--- src/ccox_pkg.sv ---
package ccox_pkg;
  // Instruction word layout
  localparam int unsigned INSN_W   = 14;
  localparam int unsigned DATA_W   = 8;
  localparam int unsigned ADDR_W   = 7;
  localparam int unsigned DEST_BIT = 7;

  // Fixed encodings and match masks
  localparam logic [13:0] CLR_FILE_PAT  = 14'h0180;
  localparam logic [13:0] CLR_FILE_MASK = 14'h3F80;
  localparam logic [13:0] CLR_ACC_PAT   = 14'h0103;
  localparam logic [13:0] INV_FILE_PAT  = 14'h0900;
  localparam logic [13:0] INV_FILE_MASK = 14'h3F00;
  localparam logic [13:0] WDG_KICK_PAT  = 14'h0064;
  localparam logic [13:0] FULL_MASK     = 14'h3FFF;

  // Reset and constant values
  localparam logic [7:0]  ZERO_BYTE     = 8'h00;
  localparam logic [7:0]  ACC_RST       = 8'h00;
  localparam logic [6:0]  ADDR_RST      = 7'h00;

  typedef enum logic [4:0] {
    CCOX_NONE  = 5'b00001,
    CCOX_CLEAR_FILE_REG_OP  = 5'b00010,
    CCOX_CLRA  = 5'b00100,
    CCOX_INV   = 5'b01000,
    CCOX_KICK  = 5'b10000
  } ccox_op_e;
endpackage : ccox_pkg

--- src/ccox_exec.sv ---
`timescale 1ns/10ps
module ccox_exec
  import ccox_pkg::*;
(
  // Clock, reset, enable
  input  wire logic        SYS_CLK_I,
  input  wire logic        RST_I,
  input  wire logic        CE_I,
  // Instruction issue
  input  wire logic        INSN_VALID_I,
  input  wire logic [13:0] INSN_I,
  // File register read data for the addressed operand
  input  wire logic [7:0]  FILE_RD_DATA_I,
  // File register write port
  output logic             FILE_WR_EN_O,
  output logic [6:0]       FILE_ADDR_O,
  output logic [7:0]       FILE_WR_DATA_O,
  // Accumulator
  output logic [7:0]       ACC_O,
  // Status flags
  output logic             ZERO_FLAG_O,
  output logic             ZERO_FLAG_WE_O,
  output logic             EXPIRY_FLAG_N_O,
  output logic             SLEEP_ENTRY_FLAG_N_O,
  output logic             FLAGS_WE_O,
  // Watchdog control
  output logic             WDG_CLEAR_O,
  output logic             WDG_PRESCALE_CLEAR_O,
  // Completion
  output logic             DONE_O
);

  ////////////////////////////////////////////////////////////////////////
  // Decoded class and operand
  ccox_op_e   op;
  logic       go;
  logic       dest;
  logic [7:0] inv_val;
  logic       inv_is_zero;

  // One strobe per executed operation
  logic       do_clr_file;
  logic       do_clr_acc;
  logic       do_inv_acc;
  logic       do_inv_file;
  logic       do_kick;
  logic       do_any;

  // Next values of the output registers
  logic       wr_en_nxt;
  logic [6:0] addr_nxt;
  logic [7:0] wr_data_nxt;
  logic [7:0] acc_nxt;
  logic       zero_nxt;
  logic       zero_we_nxt;
  logic       expiry_n_nxt;
  logic       sleep_n_nxt;
  logic       flags_we_nxt;
  logic       wdg_clr_nxt;
  logic       pre_clr_nxt;
  logic       done_nxt;

  ccox_decode u_dec (
    .insn_i (INSN_I),
    .op_o   (op)
  );

  // A frozen cycle takes nothing
  assign go          = CE_I & INSN_VALID_I;
  assign dest        = INSN_I[DEST_BIT];
  // Operand arrives combinationally beside its word
  assign inv_val     = ~FILE_RD_DATA_I;
  assign inv_is_zero = (inv_val == ZERO_BYTE);

  ////////////////////////////////////////////////////////////////////////
  // Operation strobes; an unknown word leaves them all low
  // Qualified once here so every path below except the write address sees one source
  always_comb begin
    do_clr_file = 1'b0;
    do_clr_acc  = 1'b0;
    do_inv_acc  = 1'b0;
    do_inv_file = 1'b0;
    do_kick     = 1'b0;
    if (go) begin
      case (op)
        CCOX_CLEAR_FILE_REG_OP: begin
          do_clr_file = 1'b1;
        end
        CCOX_CLRA: begin
          do_clr_acc = 1'b1;
        end
        // Destination bit picks accumulator or file
        CCOX_INV: begin
          do_inv_acc  = !dest;
          do_inv_file = dest;
        end
        CCOX_KICK: begin
          do_kick = 1'b1;
        end
        default: begin
        end
      endcase
    end
  end

  assign do_any = do_clr_file | do_clr_acc | do_inv_acc | do_inv_file | do_kick;

  ////////////////////////////////////////////////////////////////////////
  // File register write path; words not ours leave it alone
  always_comb begin
    wr_en_nxt   = 1'b0;
    // Address tracks every enabled word; harmless without a strobe
    addr_nxt    = INSN_I[ADDR_W-1:0];
    wr_data_nxt = FILE_WR_DATA_O;
    if (do_clr_file) begin
      wr_en_nxt   = 1'b1;
      wr_data_nxt = ZERO_BYTE;
    end else if (do_inv_file) begin
      wr_en_nxt   = 1'b1;
      wr_data_nxt = inv_val;
    end
  end

  ////////////////////////////////////////////////////////////////////////
  // Accumulator
  always_comb begin
    acc_nxt = ACC_O;
    if (do_clr_acc) begin
      acc_nxt = ZERO_BYTE;
    end else if (do_inv_acc) begin
      acc_nxt = inv_val;
    end
  end

  ////////////////////////////////////////////////////////////////////////
  // Zero flag; held until a later op rewrites it
  // Write enable lets the status word merge other flag sources
  always_comb begin
    zero_nxt    = ZERO_FLAG_O;
    zero_we_nxt = 1'b0;
    if (do_clr_file) begin
      zero_nxt    = 1'b1;
      zero_we_nxt = 1'b1;
    end else if (do_clr_acc) begin
      zero_nxt    = 1'b1;
      zero_we_nxt = 1'b1;
    end else if (do_inv_acc || do_inv_file) begin
      zero_nxt    = inv_is_zero;
      zero_we_nxt = 1'b1;
    end
  end

  ////////////////////////////////////////////////////////////////////////
  // Watchdog kick and its status flags
  // Lowering the two flags belongs to timeout and sleep logic
  always_comb begin
    wdg_clr_nxt  = do_kick;
    pre_clr_nxt  = do_kick;
    flags_we_nxt = do_kick;
    expiry_n_nxt = EXPIRY_FLAG_N_O;
    sleep_n_nxt  = SLEEP_ENTRY_FLAG_N_O;
    if (do_kick) begin
      expiry_n_nxt = 1'b1;
      sleep_n_nxt  = 1'b1;
    end
  end

  ////////////////////////////////////////////////////////////////////////
  // Single-cycle completion, so no stall path exists
  always_comb begin
    done_nxt = do_any;
  end

  ////////////////////////////////////////////////////////////////////////
  // Registers; a low enable freezes every one of them
  // Pulses last one enabled cycle, so a frozen cycle stretches them
  always_ff @(posedge SYS_CLK_I) begin
    if (RST_I) begin
      FILE_WR_EN_O <= 1'b0;
    end else if (CE_I) begin
      FILE_WR_EN_O <= wr_en_nxt;
    end
  end

  // Write address
  always_ff @(posedge SYS_CLK_I) begin
    if (RST_I) begin
      FILE_ADDR_O <= ADDR_RST;
    end else if (CE_I) begin
      FILE_ADDR_O <= addr_nxt;
    end
  end

  // Write data
  always_ff @(posedge SYS_CLK_I) begin
    if (RST_I) begin
      FILE_WR_DATA_O <= ZERO_BYTE;
    end else if (CE_I) begin
      FILE_WR_DATA_O <= wr_data_nxt;
    end
  end

  // Accumulator register
  always_ff @(posedge SYS_CLK_I) begin
    if (RST_I) begin
      ACC_O <= ACC_RST;
    end else if (CE_I) begin
      ACC_O <= acc_nxt;
    end
  end

  // Zero flag value
  always_ff @(posedge SYS_CLK_I) begin
    if (RST_I) begin
      ZERO_FLAG_O <= 1'b0;
    end else if (CE_I) begin
      ZERO_FLAG_O <= zero_nxt;
    end
  end

  // Zero flag write pulse
  always_ff @(posedge SYS_CLK_I) begin
    if (RST_I) begin
      ZERO_FLAG_WE_O <= 1'b0;
    end else if (CE_I) begin
      ZERO_FLAG_WE_O <= zero_we_nxt;
    end
  end

  // Expiry flag, active low
  always_ff @(posedge SYS_CLK_I) begin
    if (RST_I) begin
      EXPIRY_FLAG_N_O <= 1'b1;
    end else if (CE_I) begin
      EXPIRY_FLAG_N_O <= expiry_n_nxt;
    end
  end

  // Sleep-entry flag, active low
  always_ff @(posedge SYS_CLK_I) begin
    if (RST_I) begin
      SLEEP_ENTRY_FLAG_N_O <= 1'b1;
    end else if (CE_I) begin
      SLEEP_ENTRY_FLAG_N_O <= sleep_n_nxt;
    end
  end

  // Status flag write pulse
  always_ff @(posedge SYS_CLK_I) begin
    if (RST_I) begin
      FLAGS_WE_O <= 1'b0;
    end else if (CE_I) begin
      FLAGS_WE_O <= flags_we_nxt;
    end
  end

  // Watchdog counter clear
  always_ff @(posedge SYS_CLK_I) begin
    if (RST_I) begin
      WDG_CLEAR_O <= 1'b0;
    end else if (CE_I) begin
      WDG_CLEAR_O <= wdg_clr_nxt;
    end
  end

  // Watchdog prescaler clear
  always_ff @(posedge SYS_CLK_I) begin
    if (RST_I) begin
      WDG_PRESCALE_CLEAR_O <= 1'b0;
    end else if (CE_I) begin
      WDG_PRESCALE_CLEAR_O <= pre_clr_nxt;
    end
  end

  // Completion pulse
  always_ff @(posedge SYS_CLK_I) begin
    if (RST_I) begin
      DONE_O <= 1'b0;
    end else if (CE_I) begin
      DONE_O <= done_nxt;
    end
  end

endmodule : ccox_exec

--- src/ccox_decode.sv ---
`timescale 1ns/10ps
module ccox_decode
  import ccox_pkg::*;
(
  // Instruction
  input  wire logic [13:0] insn_i,
  // Decoded class
  output ccox_op_e         op_o
);
  always_comb begin
    if ((insn_i & CLR_FILE_MASK) == CLR_FILE_PAT) begin
      op_o = CCOX_CLEAR_FILE_REG_OP;
    end else if ((insn_i & FULL_MASK) == CLR_ACC_PAT) begin
      op_o = CCOX_CLRA;
    end else if ((insn_i & INV_FILE_MASK) == INV_FILE_PAT) begin
      op_o = CCOX_INV;
    end else if ((insn_i & FULL_MASK) == WDG_KICK_PAT) begin
      op_o = CCOX_KICK;
    end else begin
      op_o = CCOX_NONE;
    end
  end
endmodule : ccox_decode

--- config.mk ---
export PLATFORM = sky130hd
export DESIGN_NAME = ccox_exec
export DESIGN_NICKNAME = d
export VERILOG_FILES = /design/src/ccox_pkg.sv /design/src/ccox_exec.sv /design/src/ccox_decode.sv
export SDC_FILE = /design/constraint.sdc
export NUM_CORES = 1
export LEC_CHECK = 0
export BUFFER_PORTS_ARGS = -buffer_cell sky130_fd_sc_hd__buf_2
export CORE_MARGIN = 8
export CORE_UTILIZATION = 45
export CTS_CLUSTER_SIZE = 16
export DETAILED_ROUTE_END_ITERATION = 12
export PLACE_DENSITY_LB_ADDON = 0.08
export SLEW_MARGIN = 20
export SYNTH_ARGS = -nofsm -noshare
export SYNTH_HDL_FRONTEND = slang
export SYNTH_SLANG_ARGS = --single-unit
--- constraint.sdc ---
create_clock -name SYS_CLK_I -period 1.64 [get_ports SYS_CLK_I]
set_input_delay 0.328 -clock SYS_CLK_I [delete_from_list [all_inputs] [get_ports SYS_CLK_I]]
set_output_delay 0.328 -clock SYS_CLK_I [all_outputs]
set_load 0.01 [all_outputs]
==> Flow_metrics.wiki, run 1 <==
{| class="wikitable"
! Metric !! Value
|-
| Outcome || finished clean
|-
| Root cell of the clock tree || sky130_fd_sc_hd__clkbuf_4
|-
| Summed negative setup slack over all endpoints || 0 ns
|-
| Vertical die dimension || 67.5 µm
|-
| # Post-CTS Setup Buffers || 0
|-
| Post-Route Skew || 0 ns
|-
| Family of cells with the greatest summed delay on the critical path || simple AND/OR/NAND/NOR gates
|-
| Flip-flop and latch count after synthesis || 28
|-
| Post-detail-place hpwl || 2.37 mm
|-
| Share of Yosys cell area claimed by the top area cell type || 47.0%
|-
| Final slew viol count || 0
|-
| Final-report setup violation count || 0
|-
| Area overhead of the layout relative to synthesis || 28.1%
|-
| Reg clk slew, reported paths || 0.15 ns
|-
| I/O Pins || 58
|-
| Static Leak || 0.716 nW
|-
| Post-route antenna net violation count || 0
|-
| Total number of nets in the final design || 198
|-
| Final cell area excluding filler cells || 0.00153 mm²
|-
| Detailed Routing Iterations Pass 1 || 6
|-
| Top fanout value on the critical path || 8
|-
| Master of the slowest instance on the critical path || sky130_fd_sc_hd__or4b_4
|-
| FP Rows || 18
|-
| Pin count of the biggest net entering global routing || 23
|-
| Hold violation count in the final report || 0
|-
| Maximum VDD drop || 0.527 mV
|-
| Die boundary width || 67.5 µm
|-
| Number of gates resized after cts || 0
|-
| Count of max-cap constraint violations || 0
|-
| Net switching component of the power || 0.000277 W
|-
| Dominant cell type by area after synthesis || sky130_fd_sc_hd__dfxtp_1
|-
| Starting Density || 47.7%
|-
| Total congestion overflow after global routing || 0
|-
| Share of layout cells above drive strength 1 || 41.5%
|-
| Clock tree from TritonCTS || built
|-
| Series of cell instances along the critical path || buf_2 > or4b_4 > nor3b_4 > a21oi_2 > o2bb2ai_1
|-
| Number of global-route vias before repair || 1064
|-
| Global router's overall resource usage || 13.4%
|-
| Drc violations || 0
|-
| Count of hold buffers inserted by post-cts repair || 0
|-
| Core area || 0.00250 mm²
|-
| Final critical delay including setup and external delays || 1.39 ns
|-
| Wire length of the first global-routing pass || 4.93 mm
|-
| Switching share of power || 21.8%
|-
| Number of distinct library cell variants in the gate-level netlist after synthesis || 31
|-
| Summed instance area of the synthesized netlist || 0.00119 mm²
|-
| Power per cell area || 833 mW/mm²
|-
| RSZ-0062 raised after global routing || no
|-
| Number of antenna repair diodes || 0
|-
| Standard cell area after detailed placement || 0.00148 mm²
|-
| Maximum number of buffers from clock root to sink || 2
|-
| Critical path launch point type || input pin
|-
| Largest cells by area after synthesis || sky130_fd_sc_hd__dfxtp_1, sky130_fd_sc_hd__mux2i_1, sky130_fd_sc_hd__o2bb2ai_1
|-
| Area occupied by registers || 561 µm²
|-
| Inserted Clock Buffers || 3
|-
| Clock latency at the later pin of the worst-skew pair || 0.32 ns
|-
| Total die area || 0.00455 mm²
|-
| Vias after detailed routing || 1029
|-
| Critical path start-end classification || input pin to flop
|-
| Synthesized instance count || 117
|-
| Average vias per placed instance || 5.12
|-
| Area taken by multi-input logic gates || 576 µm²
|-
| Count of clock tree sinks || 28
|-
| WP data required || 1.87 ns
|-
| Clock H-tree levels || 1
|-
| Share of the clock period used by the worst path || 84.7%
|-
| Sequential power share || 54.7%
|-
| Highest cell delay on the worst timing path || 0.56 ns
|-
| Clock group share of total power || 35.2%
|-
| Avg WL per Cell || 14.8 µm
|-
| WP buf/inv || 1
|-
| Routability Congestion || 0.773
|-
| Filler cells || 245
|-
| Post-Route Utilization || 61.1%
|-
| Critical path endpoint category || flop
|-
| Hold crit path type || input pin to flop
|-
| Share of power burned in combinational logic || 10.1%
|-
| WP data arrival || 1.62 ns
|-
| DR iter-0 viols || 39
|-
| Sequential area share after synthesis || 47.0%
|-
| Internal power contribution || 0.000995 W
|-
| Final routed wirelength across all metal layers || 2.98 mm
|-
| IO Port Bufs || 55
|-
| Syn Area/Cell || 10.2 µm²
|-
| Max Freq || 0.720 GHz
|-
| Antenna violations before repair || 0
|-
| Yosys warning total || 0
|}
[layout by cell type, fill, tap and decap left out, types with 2 or more instances in the layout]
cell,count
sky130_fd_sc_hd__a21oi_2,2
sky130_fd_sc_hd__nor2_1,10
sky130_fd_sc_hd__or3b_1,6
sky130_fd_sc_hd__conb_1,2
sky130_fd_sc_hd__nor3_1,2
sky130_fd_sc_hd__buf_2,55
sky130_fd_sc_hd__o2bb2ai_1,8
sky130_fd_sc_hd__dfxtp_1,28
sky130_fd_sc_hd__buf_4,3
sky130_fd_sc_hd__nand4_1,4
sky130_fd_sc_hd__a21oi_1,10
sky130_fd_sc_hd__nand2b_1,4
sky130_fd_sc_hd__nand2_1,10
sky130_fd_sc_hd__or3b_2,2
sky130_fd_sc_hd__mux2i_1,7
sky130_fd_sc_hd__clkbuf_4,3
[area by class of cell]
cell class	count	area share (%)
Tap cell	30	2.46
Timing Repair Buffer	58	19.5
Inverter	1	0.246
Clock buffer	3	1.47
Sequential cell	28	36.7
Clock inverter	1	1.97
Multi-Input combinational cell	80	37.7
[state kept, by name, indices dropped and copies added, names as in the netlist]
signal	cells
ACC_O	8
DONE_O	1
FILE_ADDR_O	7
FILE_WR_DATA_O	8
FILE_WR_EN_O	1
WDG_PRESCALE_CLEAR_O	1
ZERO_FLAG_O	1
ZERO_FLAG_WE_O	1
[cell families (layout without fill, tap and decap cells)]
group | Yosys count | in the layout | share of synthesized area, %
other cells | 1 | 2 | 0.314
flops | 28 | 28 | 47.0
compound gates | 25 | 25 | 14.6
simple gates | 46 | 46 | 27.2
mux | 7 | 7 | 5.88
buf+inv | 10 | 63 | 5.04
[synthesized netlist by cell type]
cell type and count:
sky130_fd_sc_hd__and3b_1 1, sky130_fd_sc_hd__or3b_2 2, sky130_fd_sc_hd__nand4_1 4, sky130_fd_sc_hd__nand3_4 1, sky130_fd_sc_hd__o2bb2ai_1 8, sky130_fd_sc_hd__nor3b_4 1
sky130_fd_sc_hd__nor4b_4 1, sky130_fd_sc_hd__nor3_1 2, sky130_fd_sc_hd__dfxtp_1 28, sky130_fd_sc_hd__nor4b_1 1, sky130_fd_sc_hd__clkbuf_1 2, sky130_fd_sc_hd__buf_6 1
sky130_fd_sc_hd__buf_4 4, sky130_fd_sc_hd__or3b_1 6, sky130_fd_sc_hd__inv_1 1, sky130_fd_sc_hd__o21ai_0 1, sky130_fd_sc_hd__nor3b_1 1, sky130_fd_sc_hd__nand3b_4 1
sky130_fd_sc_hd__conb_1 1, sky130_fd_sc_hd__buf_1 2, sky130_fd_sc_hd__a21o_1 1, sky130_fd_sc_hd__nand2_1 10, sky130_fd_sc_hd__a31oi_1 1, sky130_fd_sc_hd__a21oi_1 10
sky130_fd_sc_hd__nand2b_1 4, sky130_fd_sc_hd__mux2i_1 7, sky130_fd_sc_hd__nor2_1 10, sky130_fd_sc_hd__or4b_4 1, sky130_fd_sc_hd__a41o_1 1, sky130_fd_sc_hd__a211oi_1 1
sky130_fd_sc_hd__a21oi_2 2
[layer usage]
layer | up-vias | track usage (%) | wire length [µm]
met5 | - | 0 | 0
met4 | 0 | 3.92 | 17
met3 | 2 | 4.14 | 293
met2 | 36 | 20.4 | 1280
met1 | 463 | 17.7 | 1390
li1 | 528 | - | -
[worst reg2reg max path: stages (launching register included)]
cell and delay (ns):
sky130_fd_sc_hd__dfxtp_1 0.36, sky130_fd_sc_hd__inv_1 0.04, sky130_fd_sc_hd__a211oi_1 0.18
[power by group through the flow]
stage	registers (W)	logic (W)	clock network [W]
floorplan	0.000717	0.0000566	0
global placement	0.000711	0.000127	0
detailed placement	0.000711	0.000129	0
CTS	0.000697	0.000129	0.000460
global route	0.000699	0.000140	0.000489
finish	0.000696	0.000129	0.000447
[metrics by stage]
| step | power (W) | hold WS [ns] | setup slack [ns] | cells |
|---|---|---|---|---|
| finish | 0.00127 | 0.187 | 0.251 | 201 |
| global route | 0.00133 | 0.166 | 0.156 | 201 |
| CTS | 0.00129 | 0.174 | 0.265 | 201 |
| detailed placement | 0.000840 | 0.444 | -0.0909 | 197 |
| global placement | 0.000837 | 0.438 | -0.0645 | 197 |
| floorplan | 0.000773 | 0.416 | 0.142 | 118 |
[path summary, 6_finish.rpt]
check,endpoint,slack (ns),from,cells after the start
setup / recovery,ACC_O[2]$_SDFFE_PP0P_,0.25,INSN_I[10],5
hold / removal,ACC_O[5]$_SDFFE_PP0P_,0.19,FILE_RD_DATA_I[5],2
hold reg to reg,FILE_WR_DATA_O[5]$_SDFFE_PP0P_,0.46,FILE_WR_DATA_O[5]$_SDFFE_PP0P_,2
setup reg to reg,ZERO_FLAG_O$_SDFFE_PP0P_,0.99,ZERO_FLAG_O$_SDFFE_PP0P_,2
No activity file was read; power rests on OpenSTA's default activity.
==> run 2, diff against run 1 <==
clock period = 1.35 ns   (was 1.64 ns; I/O delays follow)
==> run 2 against run 1 <==
  * Clock power is 24% higher
  * First-iteration DRC count down 38%
  * Count of clock-buffer cells in the layout is the same
  * Register-to-register slack lost 0.28 ns
  * Sequential share of layout area is 0.82 points lower
  * Non-clock buffer count up 4
  * Final area is 2.3% higher
  * Wire length rose by 2.5%
  * Sequential power up 22%
  * Cell count is 2.0% higher
==> Flow_metrics.wiki, run 2 (synthesis gave the netlist of run 1 again) <==
{| class="wikitable"
! Metric !! Value
|-
| I/O Pins || 58 (unchanged)
|-
| Die boundary width || 67.5 µm (unchanged)
|-
| Post-Route Utilization || 62.5% (+1.4 points)
|-
| Root cell of the clock tree || sky130_fd_sc_hd__clkbuf_4
|-
| Total congestion overflow after global routing || 0 (unchanged)
|-
| Critical path startpoint || INSN_I[10]
|-
| Inserted Clock Buffers || 3 (unchanged)
|-
| Post-Route Skew || 0 ns (unchanged)
|-
| Critical path launch point type || input pin
|-
| Clock tree from TritonCTS || built
|-
| Core area || 0.00250 mm² (unchanged)
|-
| Total number of nets in the final design || 202 (+2.0%)
|-
| Count of clock tree sinks || 28 (unchanged)
|-
| RSZ-0062 raised after global routing || yes
|-
| Critical path endpoint category || flop
|-
| Clock latency at the later pin of the worst-skew pair || 0.33 ns (about the same)
|-
| Hold crit path type || input pin to flop
|-
| Outcome || finished clean
|-
| Final critical delay including setup and external delays || 1.31 ns
|-
| Post-detail-place hpwl || 2.41 mm (+1.9%)
|-
| Detailed Routing Iterations Pass 1 || 4 (-2)
|-
| Most frequent standard cell in the layout excluding fill and tap cells || sky130_fd_sc_hd__buf_2
|-
| Reg clk slew, reported paths || 0.16 ns (about the same)
|-
| Post-Place Cells || 201 (+2.0%)
|-
| Static Leak || 0.736 nW (+2.8%)
|-
| Avg WL per Cell || 14.9 µm (+0.51%)
|-
| Top fanout value on the critical path || 8 (unchanged)
|-
| Pin count of the biggest net entering global routing || 17 (-26%)
|-
| Maximum number of buffers from clock root to sink || 2 (unchanged)
|-
| Vertical die dimension || 67.5 µm (unchanged)
|-
| Vias after detailed routing || 1051 (+2.1%)
|-
| Wire length of the first global-routing pass || 4.74 mm (-3.8%)
|-
| Worst min-delay path startpoint || FILE_RD_DATA_I[3]
|-
| Power per cell area || 1000 mW/mm² (+20%)
|-
| Final routed wirelength across all metal layers || 3.06 mm (+2.5%)
|-
| DR iter-0 viols || 24 (-38%)
|-
| Routability Congestion || 0.775 (+0.28%)
|-
| Final-report setup violation count || 0 (unchanged)
|-
| WP data arrival || 1.56 ns (-0.06 ns)
|-
| Source of the worst register-to-register timing path || ZERO_FLAG_O$_SDFFE_PP0P_
|-
| Hold violation count in the final report || 0 (unchanged)
|-
| Final cell count without fillers || 205 (+2.0%)
|-
| Drc violations || 0 (unchanged)
|-
| Number of antenna repair diodes || 0 (unchanged)
|-
| Regs by FF count || ACC_O x8, FILE_WR_DATA_O x8, FILE_ADDR_O x7
|-
| Share of the clock period used by the worst path || 97.2%
|-
| IO Port Bufs || 55 (unchanged)
|-
| Number of global-route vias before repair || 1070 (+0.56%)
|-
| Global router's overall resource usage || 13.0% (-0.43 points)
|-
| Average vias per placed instance || 5.13 (+0.15%)
|-
| Final WS setup || 0.0377 ns (-0.213 ns)
|-
| FP Rows || 18 (unchanged)
|-
| Share of layout cells above drive strength 1 || 43.4% (+1.9 points)
|-
| Post-route antenna net violation count || 0 (unchanged)
|-
| Total die area || 0.00455 mm² (unchanged)
|-
| Setup slack after placement || -0.325 ns (-0.235 ns)
|-
| Area taken by multi-input logic gates || 581 µm² (+0.87%)
|-
| Starting Density || 47.7% (unchanged)
|-
| Area overhead of the layout relative to synthesis || 31.1%
|-
| Most frequent cells in the layout || sky130_fd_sc_hd__buf_2, sky130_fd_sc_hd__dfxtp_1, sky130_fd_sc_hd__nor2_1, sky130_fd_sc_hd__a21oi_1, sky130_fd_sc_hd__nand2_1
|-
| Final slew viol count || 0 (unchanged)
|-
| Count of max-cap constraint violations || 0 (unchanged)
|-
| Max Freq || 0.762 GHz
|-
| WP data required || 1.60 ns (-0.27 ns)
|-
| Critical path start-end classification || input pin to flop
|-
| Filler cells || 222 (-9.4%)
|-
| Clock H-tree levels || 1 (unchanged)
|-
| Area occupied by registers || 561 µm² (unchanged)
|-
| Antenna violations before repair || 0 (unchanged)
|-
| Maximum VDD drop || 0.703 mV (+33%)
|}
[run 2: cell count changes in the layout (fill, tap and decap cells not counted), sizes merged]
cell | previous run | this run
buf | 58 | 62
[run 2: what timing repair did]
item	CTS	global route
endpoints found under the hold margin	0	0
resized for setup	0	1
endpoints found under the setup margin	0	1
hold buffers	0	0
setup buffers	0	0
[run 2: cell type report]
cell class              instances  area share [%]
clock buffers                   3            1.44
clock inverters                 1            1.92
inverters                       1           0.240
multi-input cells              80            37.1
flip-flops and latches         28            35.9
well taps                      30            2.40
repair buffers                 62            21.0
[run 2: per-stage QoR]
stage	total power [W]	area [µm²]	hold WS, ns	TNS [ns]
2_1_floorplan	0.000939	1200	0.358	-0.785
3_3_place_gp	0.00102	1510	0.437	-4.31
3_5_place_dp	0.00103	1510	0.443	-4.97
4_1_cts	0.00158	1560	0.108	0
5_1_grt	0.00162	1560	0.102	-0.0130
6_report	0.00157	1560	0.114	0
[run 2: report_power, final]
group          leakage [nW]  internal (W)  switching, W  total, W
Sequential            0.227      0.000840    0.00000597  0.000846
Combinational         0.481     0.0000748     0.0000903  0.000165
Clock                0.0279      0.000300      0.000254  0.000554
Total                 0.736       0.00122      0.000350   0.00157
[run 2: routing by layer]
metal / vias to the layer above / global-route usage, % / part of all wire, %
li1: 537 / - / -
met4: 0 / 4.70 / 0.56
met5: - / 0 / 0
met1: 478 / 17.3 / 48
met3: 2 / 2.98 / 7.4
met2: 34 / 19.9 / 44
[run 2: worst paths after layout]
kind,to,cells past startpoint,slack [ns]
setup / recovery,ACC_O[5]$_SDFFE_PP0P_,5,0.04
hold / removal,ACC_O[3]$_SDFFE_PP0P_,2,0.11
hold reg to reg,FILE_WR_DATA_O[2]$_SDFFE_PP0P_,2,0.46
setup reg to reg,ZERO_FLAG_O$_SDFFE_PP0P_,2,0.71
[run 2: critical path, cell delays in order]
cell,delay (ns)
sky130_fd_sc_hd__buf_2,0.12
sky130_fd_sc_hd__or4b_4,0.57
sky130_fd_sc_hd__nor3b_4,0.27
sky130_fd_sc_hd__a21oi_2,0.16
sky130_fd_sc_hd__o2bb2ai_1,0.15
==> run 3, diff against run 2 <==
ABC_AREA = 1   (was default)
clock period = 1.5 ns   (was 1.35 ns; I/O delays follow)
==> run 3 against run 2 <==
  * Synthesized cell count increased by 52%
  * Total power decreased by 19%
  * Clock skew unchanged
  * Cell count increased by 28%
  * First-iteration DRC count increased to 3.3 times the previous value
  * Die area increased by 7.2%
  * Critical endpoint is now FLAGS_WE_O
  * Largest power group unchanged
  * Highest routed layer unchanged
==> Flow_metrics.wiki, run 3 <==
{| class="wikitable"
! Metric !! Value
|-
| Outcome || finished clean
|-
| Summed negative setup slack over all endpoints || 0 ns (unchanged)
|-
| Family of cells with the greatest summed delay on the critical path || flip-flops
|-
| Pin count of the biggest net entering global routing || 17 (unchanged)
|-
| Filler cells || 293 (+32%)
|-
| WP data required || 1.20 ns (-0.40 ns)
|-
| Number of gates resized after cts || 0 (unchanged)
|-
| Hold violation count in the final report || 0 (unchanged)
|-
| Worst Reg2Reg Path Length in Cells || 2 (unchanged)
|-
| Power per cell area || 783 mW/mm² (-22%)
|-
| Post-Route Skew || 0 ns (unchanged)
|-
| Syn Area/Cell || 7.34 µm² (-28%)
|-
| Global router's overall resource usage || 14.1% (+1.1 points)
|-
| Post-route antenna net violation count || 0 (unchanged)
|-
| Die boundary width || 69.9 µm (+3.6%)
|-
| IO Port Bufs || 55 (unchanged)
|-
| Number of antenna repair diodes || 0 (unchanged)
|-
| Post-detail-place hpwl || 2.84 mm (+18%)
|-
| Most frequent cells in the layout || sky130_fd_sc_hd__buf_2, sky130_fd_sc_hd__nand2_1, sky130_fd_sc_hd__dfxtp_1
|-
| Top fanout value on the critical path || 4 (-4)
|-
| Number of distinct library cell variants in the gate-level netlist after synthesis || 24 (-23%)
|-
| Antenna violations before repair || 0 (unchanged)
|-
| Vertical die dimension || 69.9 µm (+3.6%)
|-
| Average vias per placed instance || 4.96 (-3.2%)
|-
| Setup slack after placement || 0.149 ns (+0.475 ns)
|-
| Final routed wirelength across all metal layers || 3.38 mm (+10%)
|-
| FP Rows || 19 (+1)
|-
| Avg WL per Cell || 12.8 µm (-14%)
|-
| Detailed Routing Iterations Pass 1 || 4 (unchanged)
|-
| DR iter-0 viols || 80 (+230%)
|-
| Total die area || 0.00488 mm² (+7.2%)
|-
| Core area || 0.00276 mm² (+10%)
|-
| I/O Pins || 58 (unchanged)
|-
| Summed instance area of the synthesized netlist || 0.00131 mm² (+9.5%)
|-
| Final WS setup || 0.339 ns (+0.302 ns)
|-
| Share of layout cells above drive strength 1 || 37.1% (-6.4 points)
|-
| Clock latency at the later pin of the worst-skew pair || 0.32 ns (about the same)
|-
| Number of enable flip-flop cells after synthesis || 0 (unchanged)
|-
| Count of hold buffers inserted by post-cts repair || 0 (unchanged)
|-
| WP data arrival || 0.86 ns (-0.70 ns)
|-
| Hold crit path type || input pin to flop
|-
| Dominant cell type by area after synthesis || sky130_fd_sc_hd__dfxtp_1
|-
| Flip-flop and latch count after synthesis || 28 (unchanged)
|-
| Critical path launch point type || flop
|-
| Routability Congestion || 0.847 (+9.3%)
|-
| # Post-CTS Setup Buffers || 0 (unchanged)
|-
| Top cells by count, synth || sky130_fd_sc_hd__nand2_1, sky130_fd_sc_hd__dfxtp_1, sky130_fd_sc_hd__nor2_1
|-
| Share of power burned in combinational logic || 11.9% (+1.4 points)
|-
| Net switching component of the power || 0.000313 W (-11%)
|-
| Share of Yosys cell area claimed by the top area cell type || 42.9% (-4.1 points)
|-
| Regs by FF count || ACC_O x8, FILE_WR_DATA_O x8, FILE_ADDR_O x7
|-
| RSZ-0062 raised after global routing || no
|-
| Wire length of the first global-routing pass || 5.98 mm (+26%)
|-
| Clock group share of total power || 28.1% (-7.3 points)
|-
| Final slew viol count || 0 (unchanged)
|-
| Internal power contribution || 0.000961 W (-21%)
|-
| Largest cells by area after synthesis || sky130_fd_sc_hd__dfxtp_1, sky130_fd_sc_hd__nand2_1, sky130_fd_sc_hd__nor2_1
|-
| Hold Path Depth || 2 (unchanged)
|-
| Sequential area share after synthesis || 42.9% (-4.1 points)
|-
| Synth async-reset ratio || 0% (unchanged)
|-
| Count of clock tree sinks || 28 (unchanged)
|-
| Share of the clock period used by the worst path || 77.4%
|-
| Switching share of power || 24.6% (+2.2 points)
|-
| Final critical delay including setup and external delays || 1.16 ns
|-
| Highest cell delay on the worst timing path || 0.39 ns (-0.18 ns)
|-
| Number of global-route vias before repair || 1372 (+28%)
|-
| Total congestion overflow after global routing || 0 (unchanged)
|-
| Count of max-cap constraint violations || 0 (unchanged)
|-
| Vias after detailed routing || 1305 (+24%)
|-
| Maximum number of buffers from clock root to sink || 2 (unchanged)
|-
| Master of the slowest instance on the critical path || sky130_fd_sc_hd__dfxtp_1
|-
| Most frequent standard cell in the layout excluding fill and tap cells || sky130_fd_sc_hd__buf_2
|-
| Cell count along the critical path || 1 (-4)
|-
| Static Leak || 0.830 nW (+13%)
|-
| Reg clk slew, reported paths || 0.14 ns (-0.02 ns)
|-
| Critical path start-end classification || flop to primary output
|-
| Max Freq || 0.862 GHz
|-
| Critical path endpoint category || primary output
|-
| Root cell of the clock tree || sky130_fd_sc_hd__clkbuf_4
|-
| Final cell count without fillers || 263 (+28%)
|-
| Synthesized instance count || 178 (+52%)
|-
| WP buf/inv || 1 (unchanged)
|-
| Dominant register cell in the synthesized netlist || sky130_fd_sc_hd__dfxtp_1
|-
| Sequential power share || 60.0% (+5.9 points)
|-
| Post-Place Cells || 259 (+29%)
|-
| Yosys warning total || 0 (unchanged)
|-
| Drc violations || 0 (unchanged)
|-
| Final-report setup violation count || 0 (unchanged)
|-
| Series of cell instances along the critical path || buf_2
|-
| Area overhead of the layout relative to synthesis || 24.5%
|-
| Clock H-tree levels || 1 (unchanged)
|-
| Library cell with the highest instance count after synthesis || sky130_fd_sc_hd__nand2_1
|-
| Maximum VDD drop || 0.645 mV (-8.2%)
|-
| Clock tree from TritonCTS || built
|-
| Starting Density || 47.4% (-0.33 points)
|-
| Total number of nets in the final design || 259 (+28%)
|-
| Inserted Clock Buffers || 3 (unchanged)
|}
-- run 3: cell type report --
class,count,area (µm²),area share (%)
clock buffers,4,36.3,2.23
inverters,25,98.8,6.08
multi-input cells,119,609,37.5
flip-flops and latches,28,561,34.5
well taps,31,38.8,2.38
repair buffers,56,283,17.4
-- run 3: path summary, 6_finish.rpt --
| kind | end | start | slack [ns] |
|---|---|---|---|
| worst min-delay path | ZERO_FLAG_WE_O$_SDFFE_PP0P_ | RST_I | 0.21 |
| worst max-delay path | FLAGS_WE_O | WDG_PRESCALE_CLEAR_O$_SDFFE_PP0P_ | 0.34 |
| worst min register to register | FILE_WR_DATA_O[3]$_SDFFE_PP0P_ | FILE_WR_DATA_O[3]$_SDFFE_PP0P_ | 0.47 |
| worst max register to register | DONE_O$_SDFFE_PP0P_ | DONE_O$_SDFFE_PP0P_ | 0.82 |
-- run 3: cells by family after synthesis --
| family | Yosys count | synth area share [%] |
|---|---|---|
| flops | 28 | 42.9 |
| other cells | 1 | 0.287 |
| simple gates | 87 | 32.1 |
| compound gates | 30 | 14.0 |
| buf+inv | 32 | 10.7 |
-- run 3: layer usage --
| layer | part of all wire (%) | GRT usage [%] | up-vias |
|---|---|---|---|
| met2 | 50 | 24.6 | 43 |
| met3 | 6.4 | 4.10 | 6 |
| met4 | 1.6 | 6.03 | 0 |
| met1 | 42 | 15.5 | 587 |
| li1 | - | - | 669 |
| met5 | 0 | 0 | - |
-- run 3: metrics by stage --
stage / area (µm²) / utilization [%] / hold slack [ns] / power, W
after floorplan: 1310 / - / 0.435 / 0.000862
after global placement: 1590 / 57.7 / 0.450 / 0.000929
after detailed placement: 1590 / 57.7 / 0.453 / 0.000933
after CTS: 1630 / 59.0 / 0.195 / 0.00129
after global routing: 1630 / 59.0 / 0.194 / 0.00134
final: 1630 / 59.0 / 0.207 / 0.00127
-- run 3: power by group through the flow --
stage | clock network [W] | logic (W) | registers [W]
2_1_floorplan | 0 | 0.0000749 | 0.000787
3_3_place_gp | 0 | 0.000149 | 0.000780
3_5_place_dp | 0 | 0.000152 | 0.000781
4_1_cts | 0.000371 | 0.000153 | 0.000765
5_1_grt | 0.000403 | 0.000170 | 0.000767
6_report | 0.000358 | 0.000152 | 0.000764
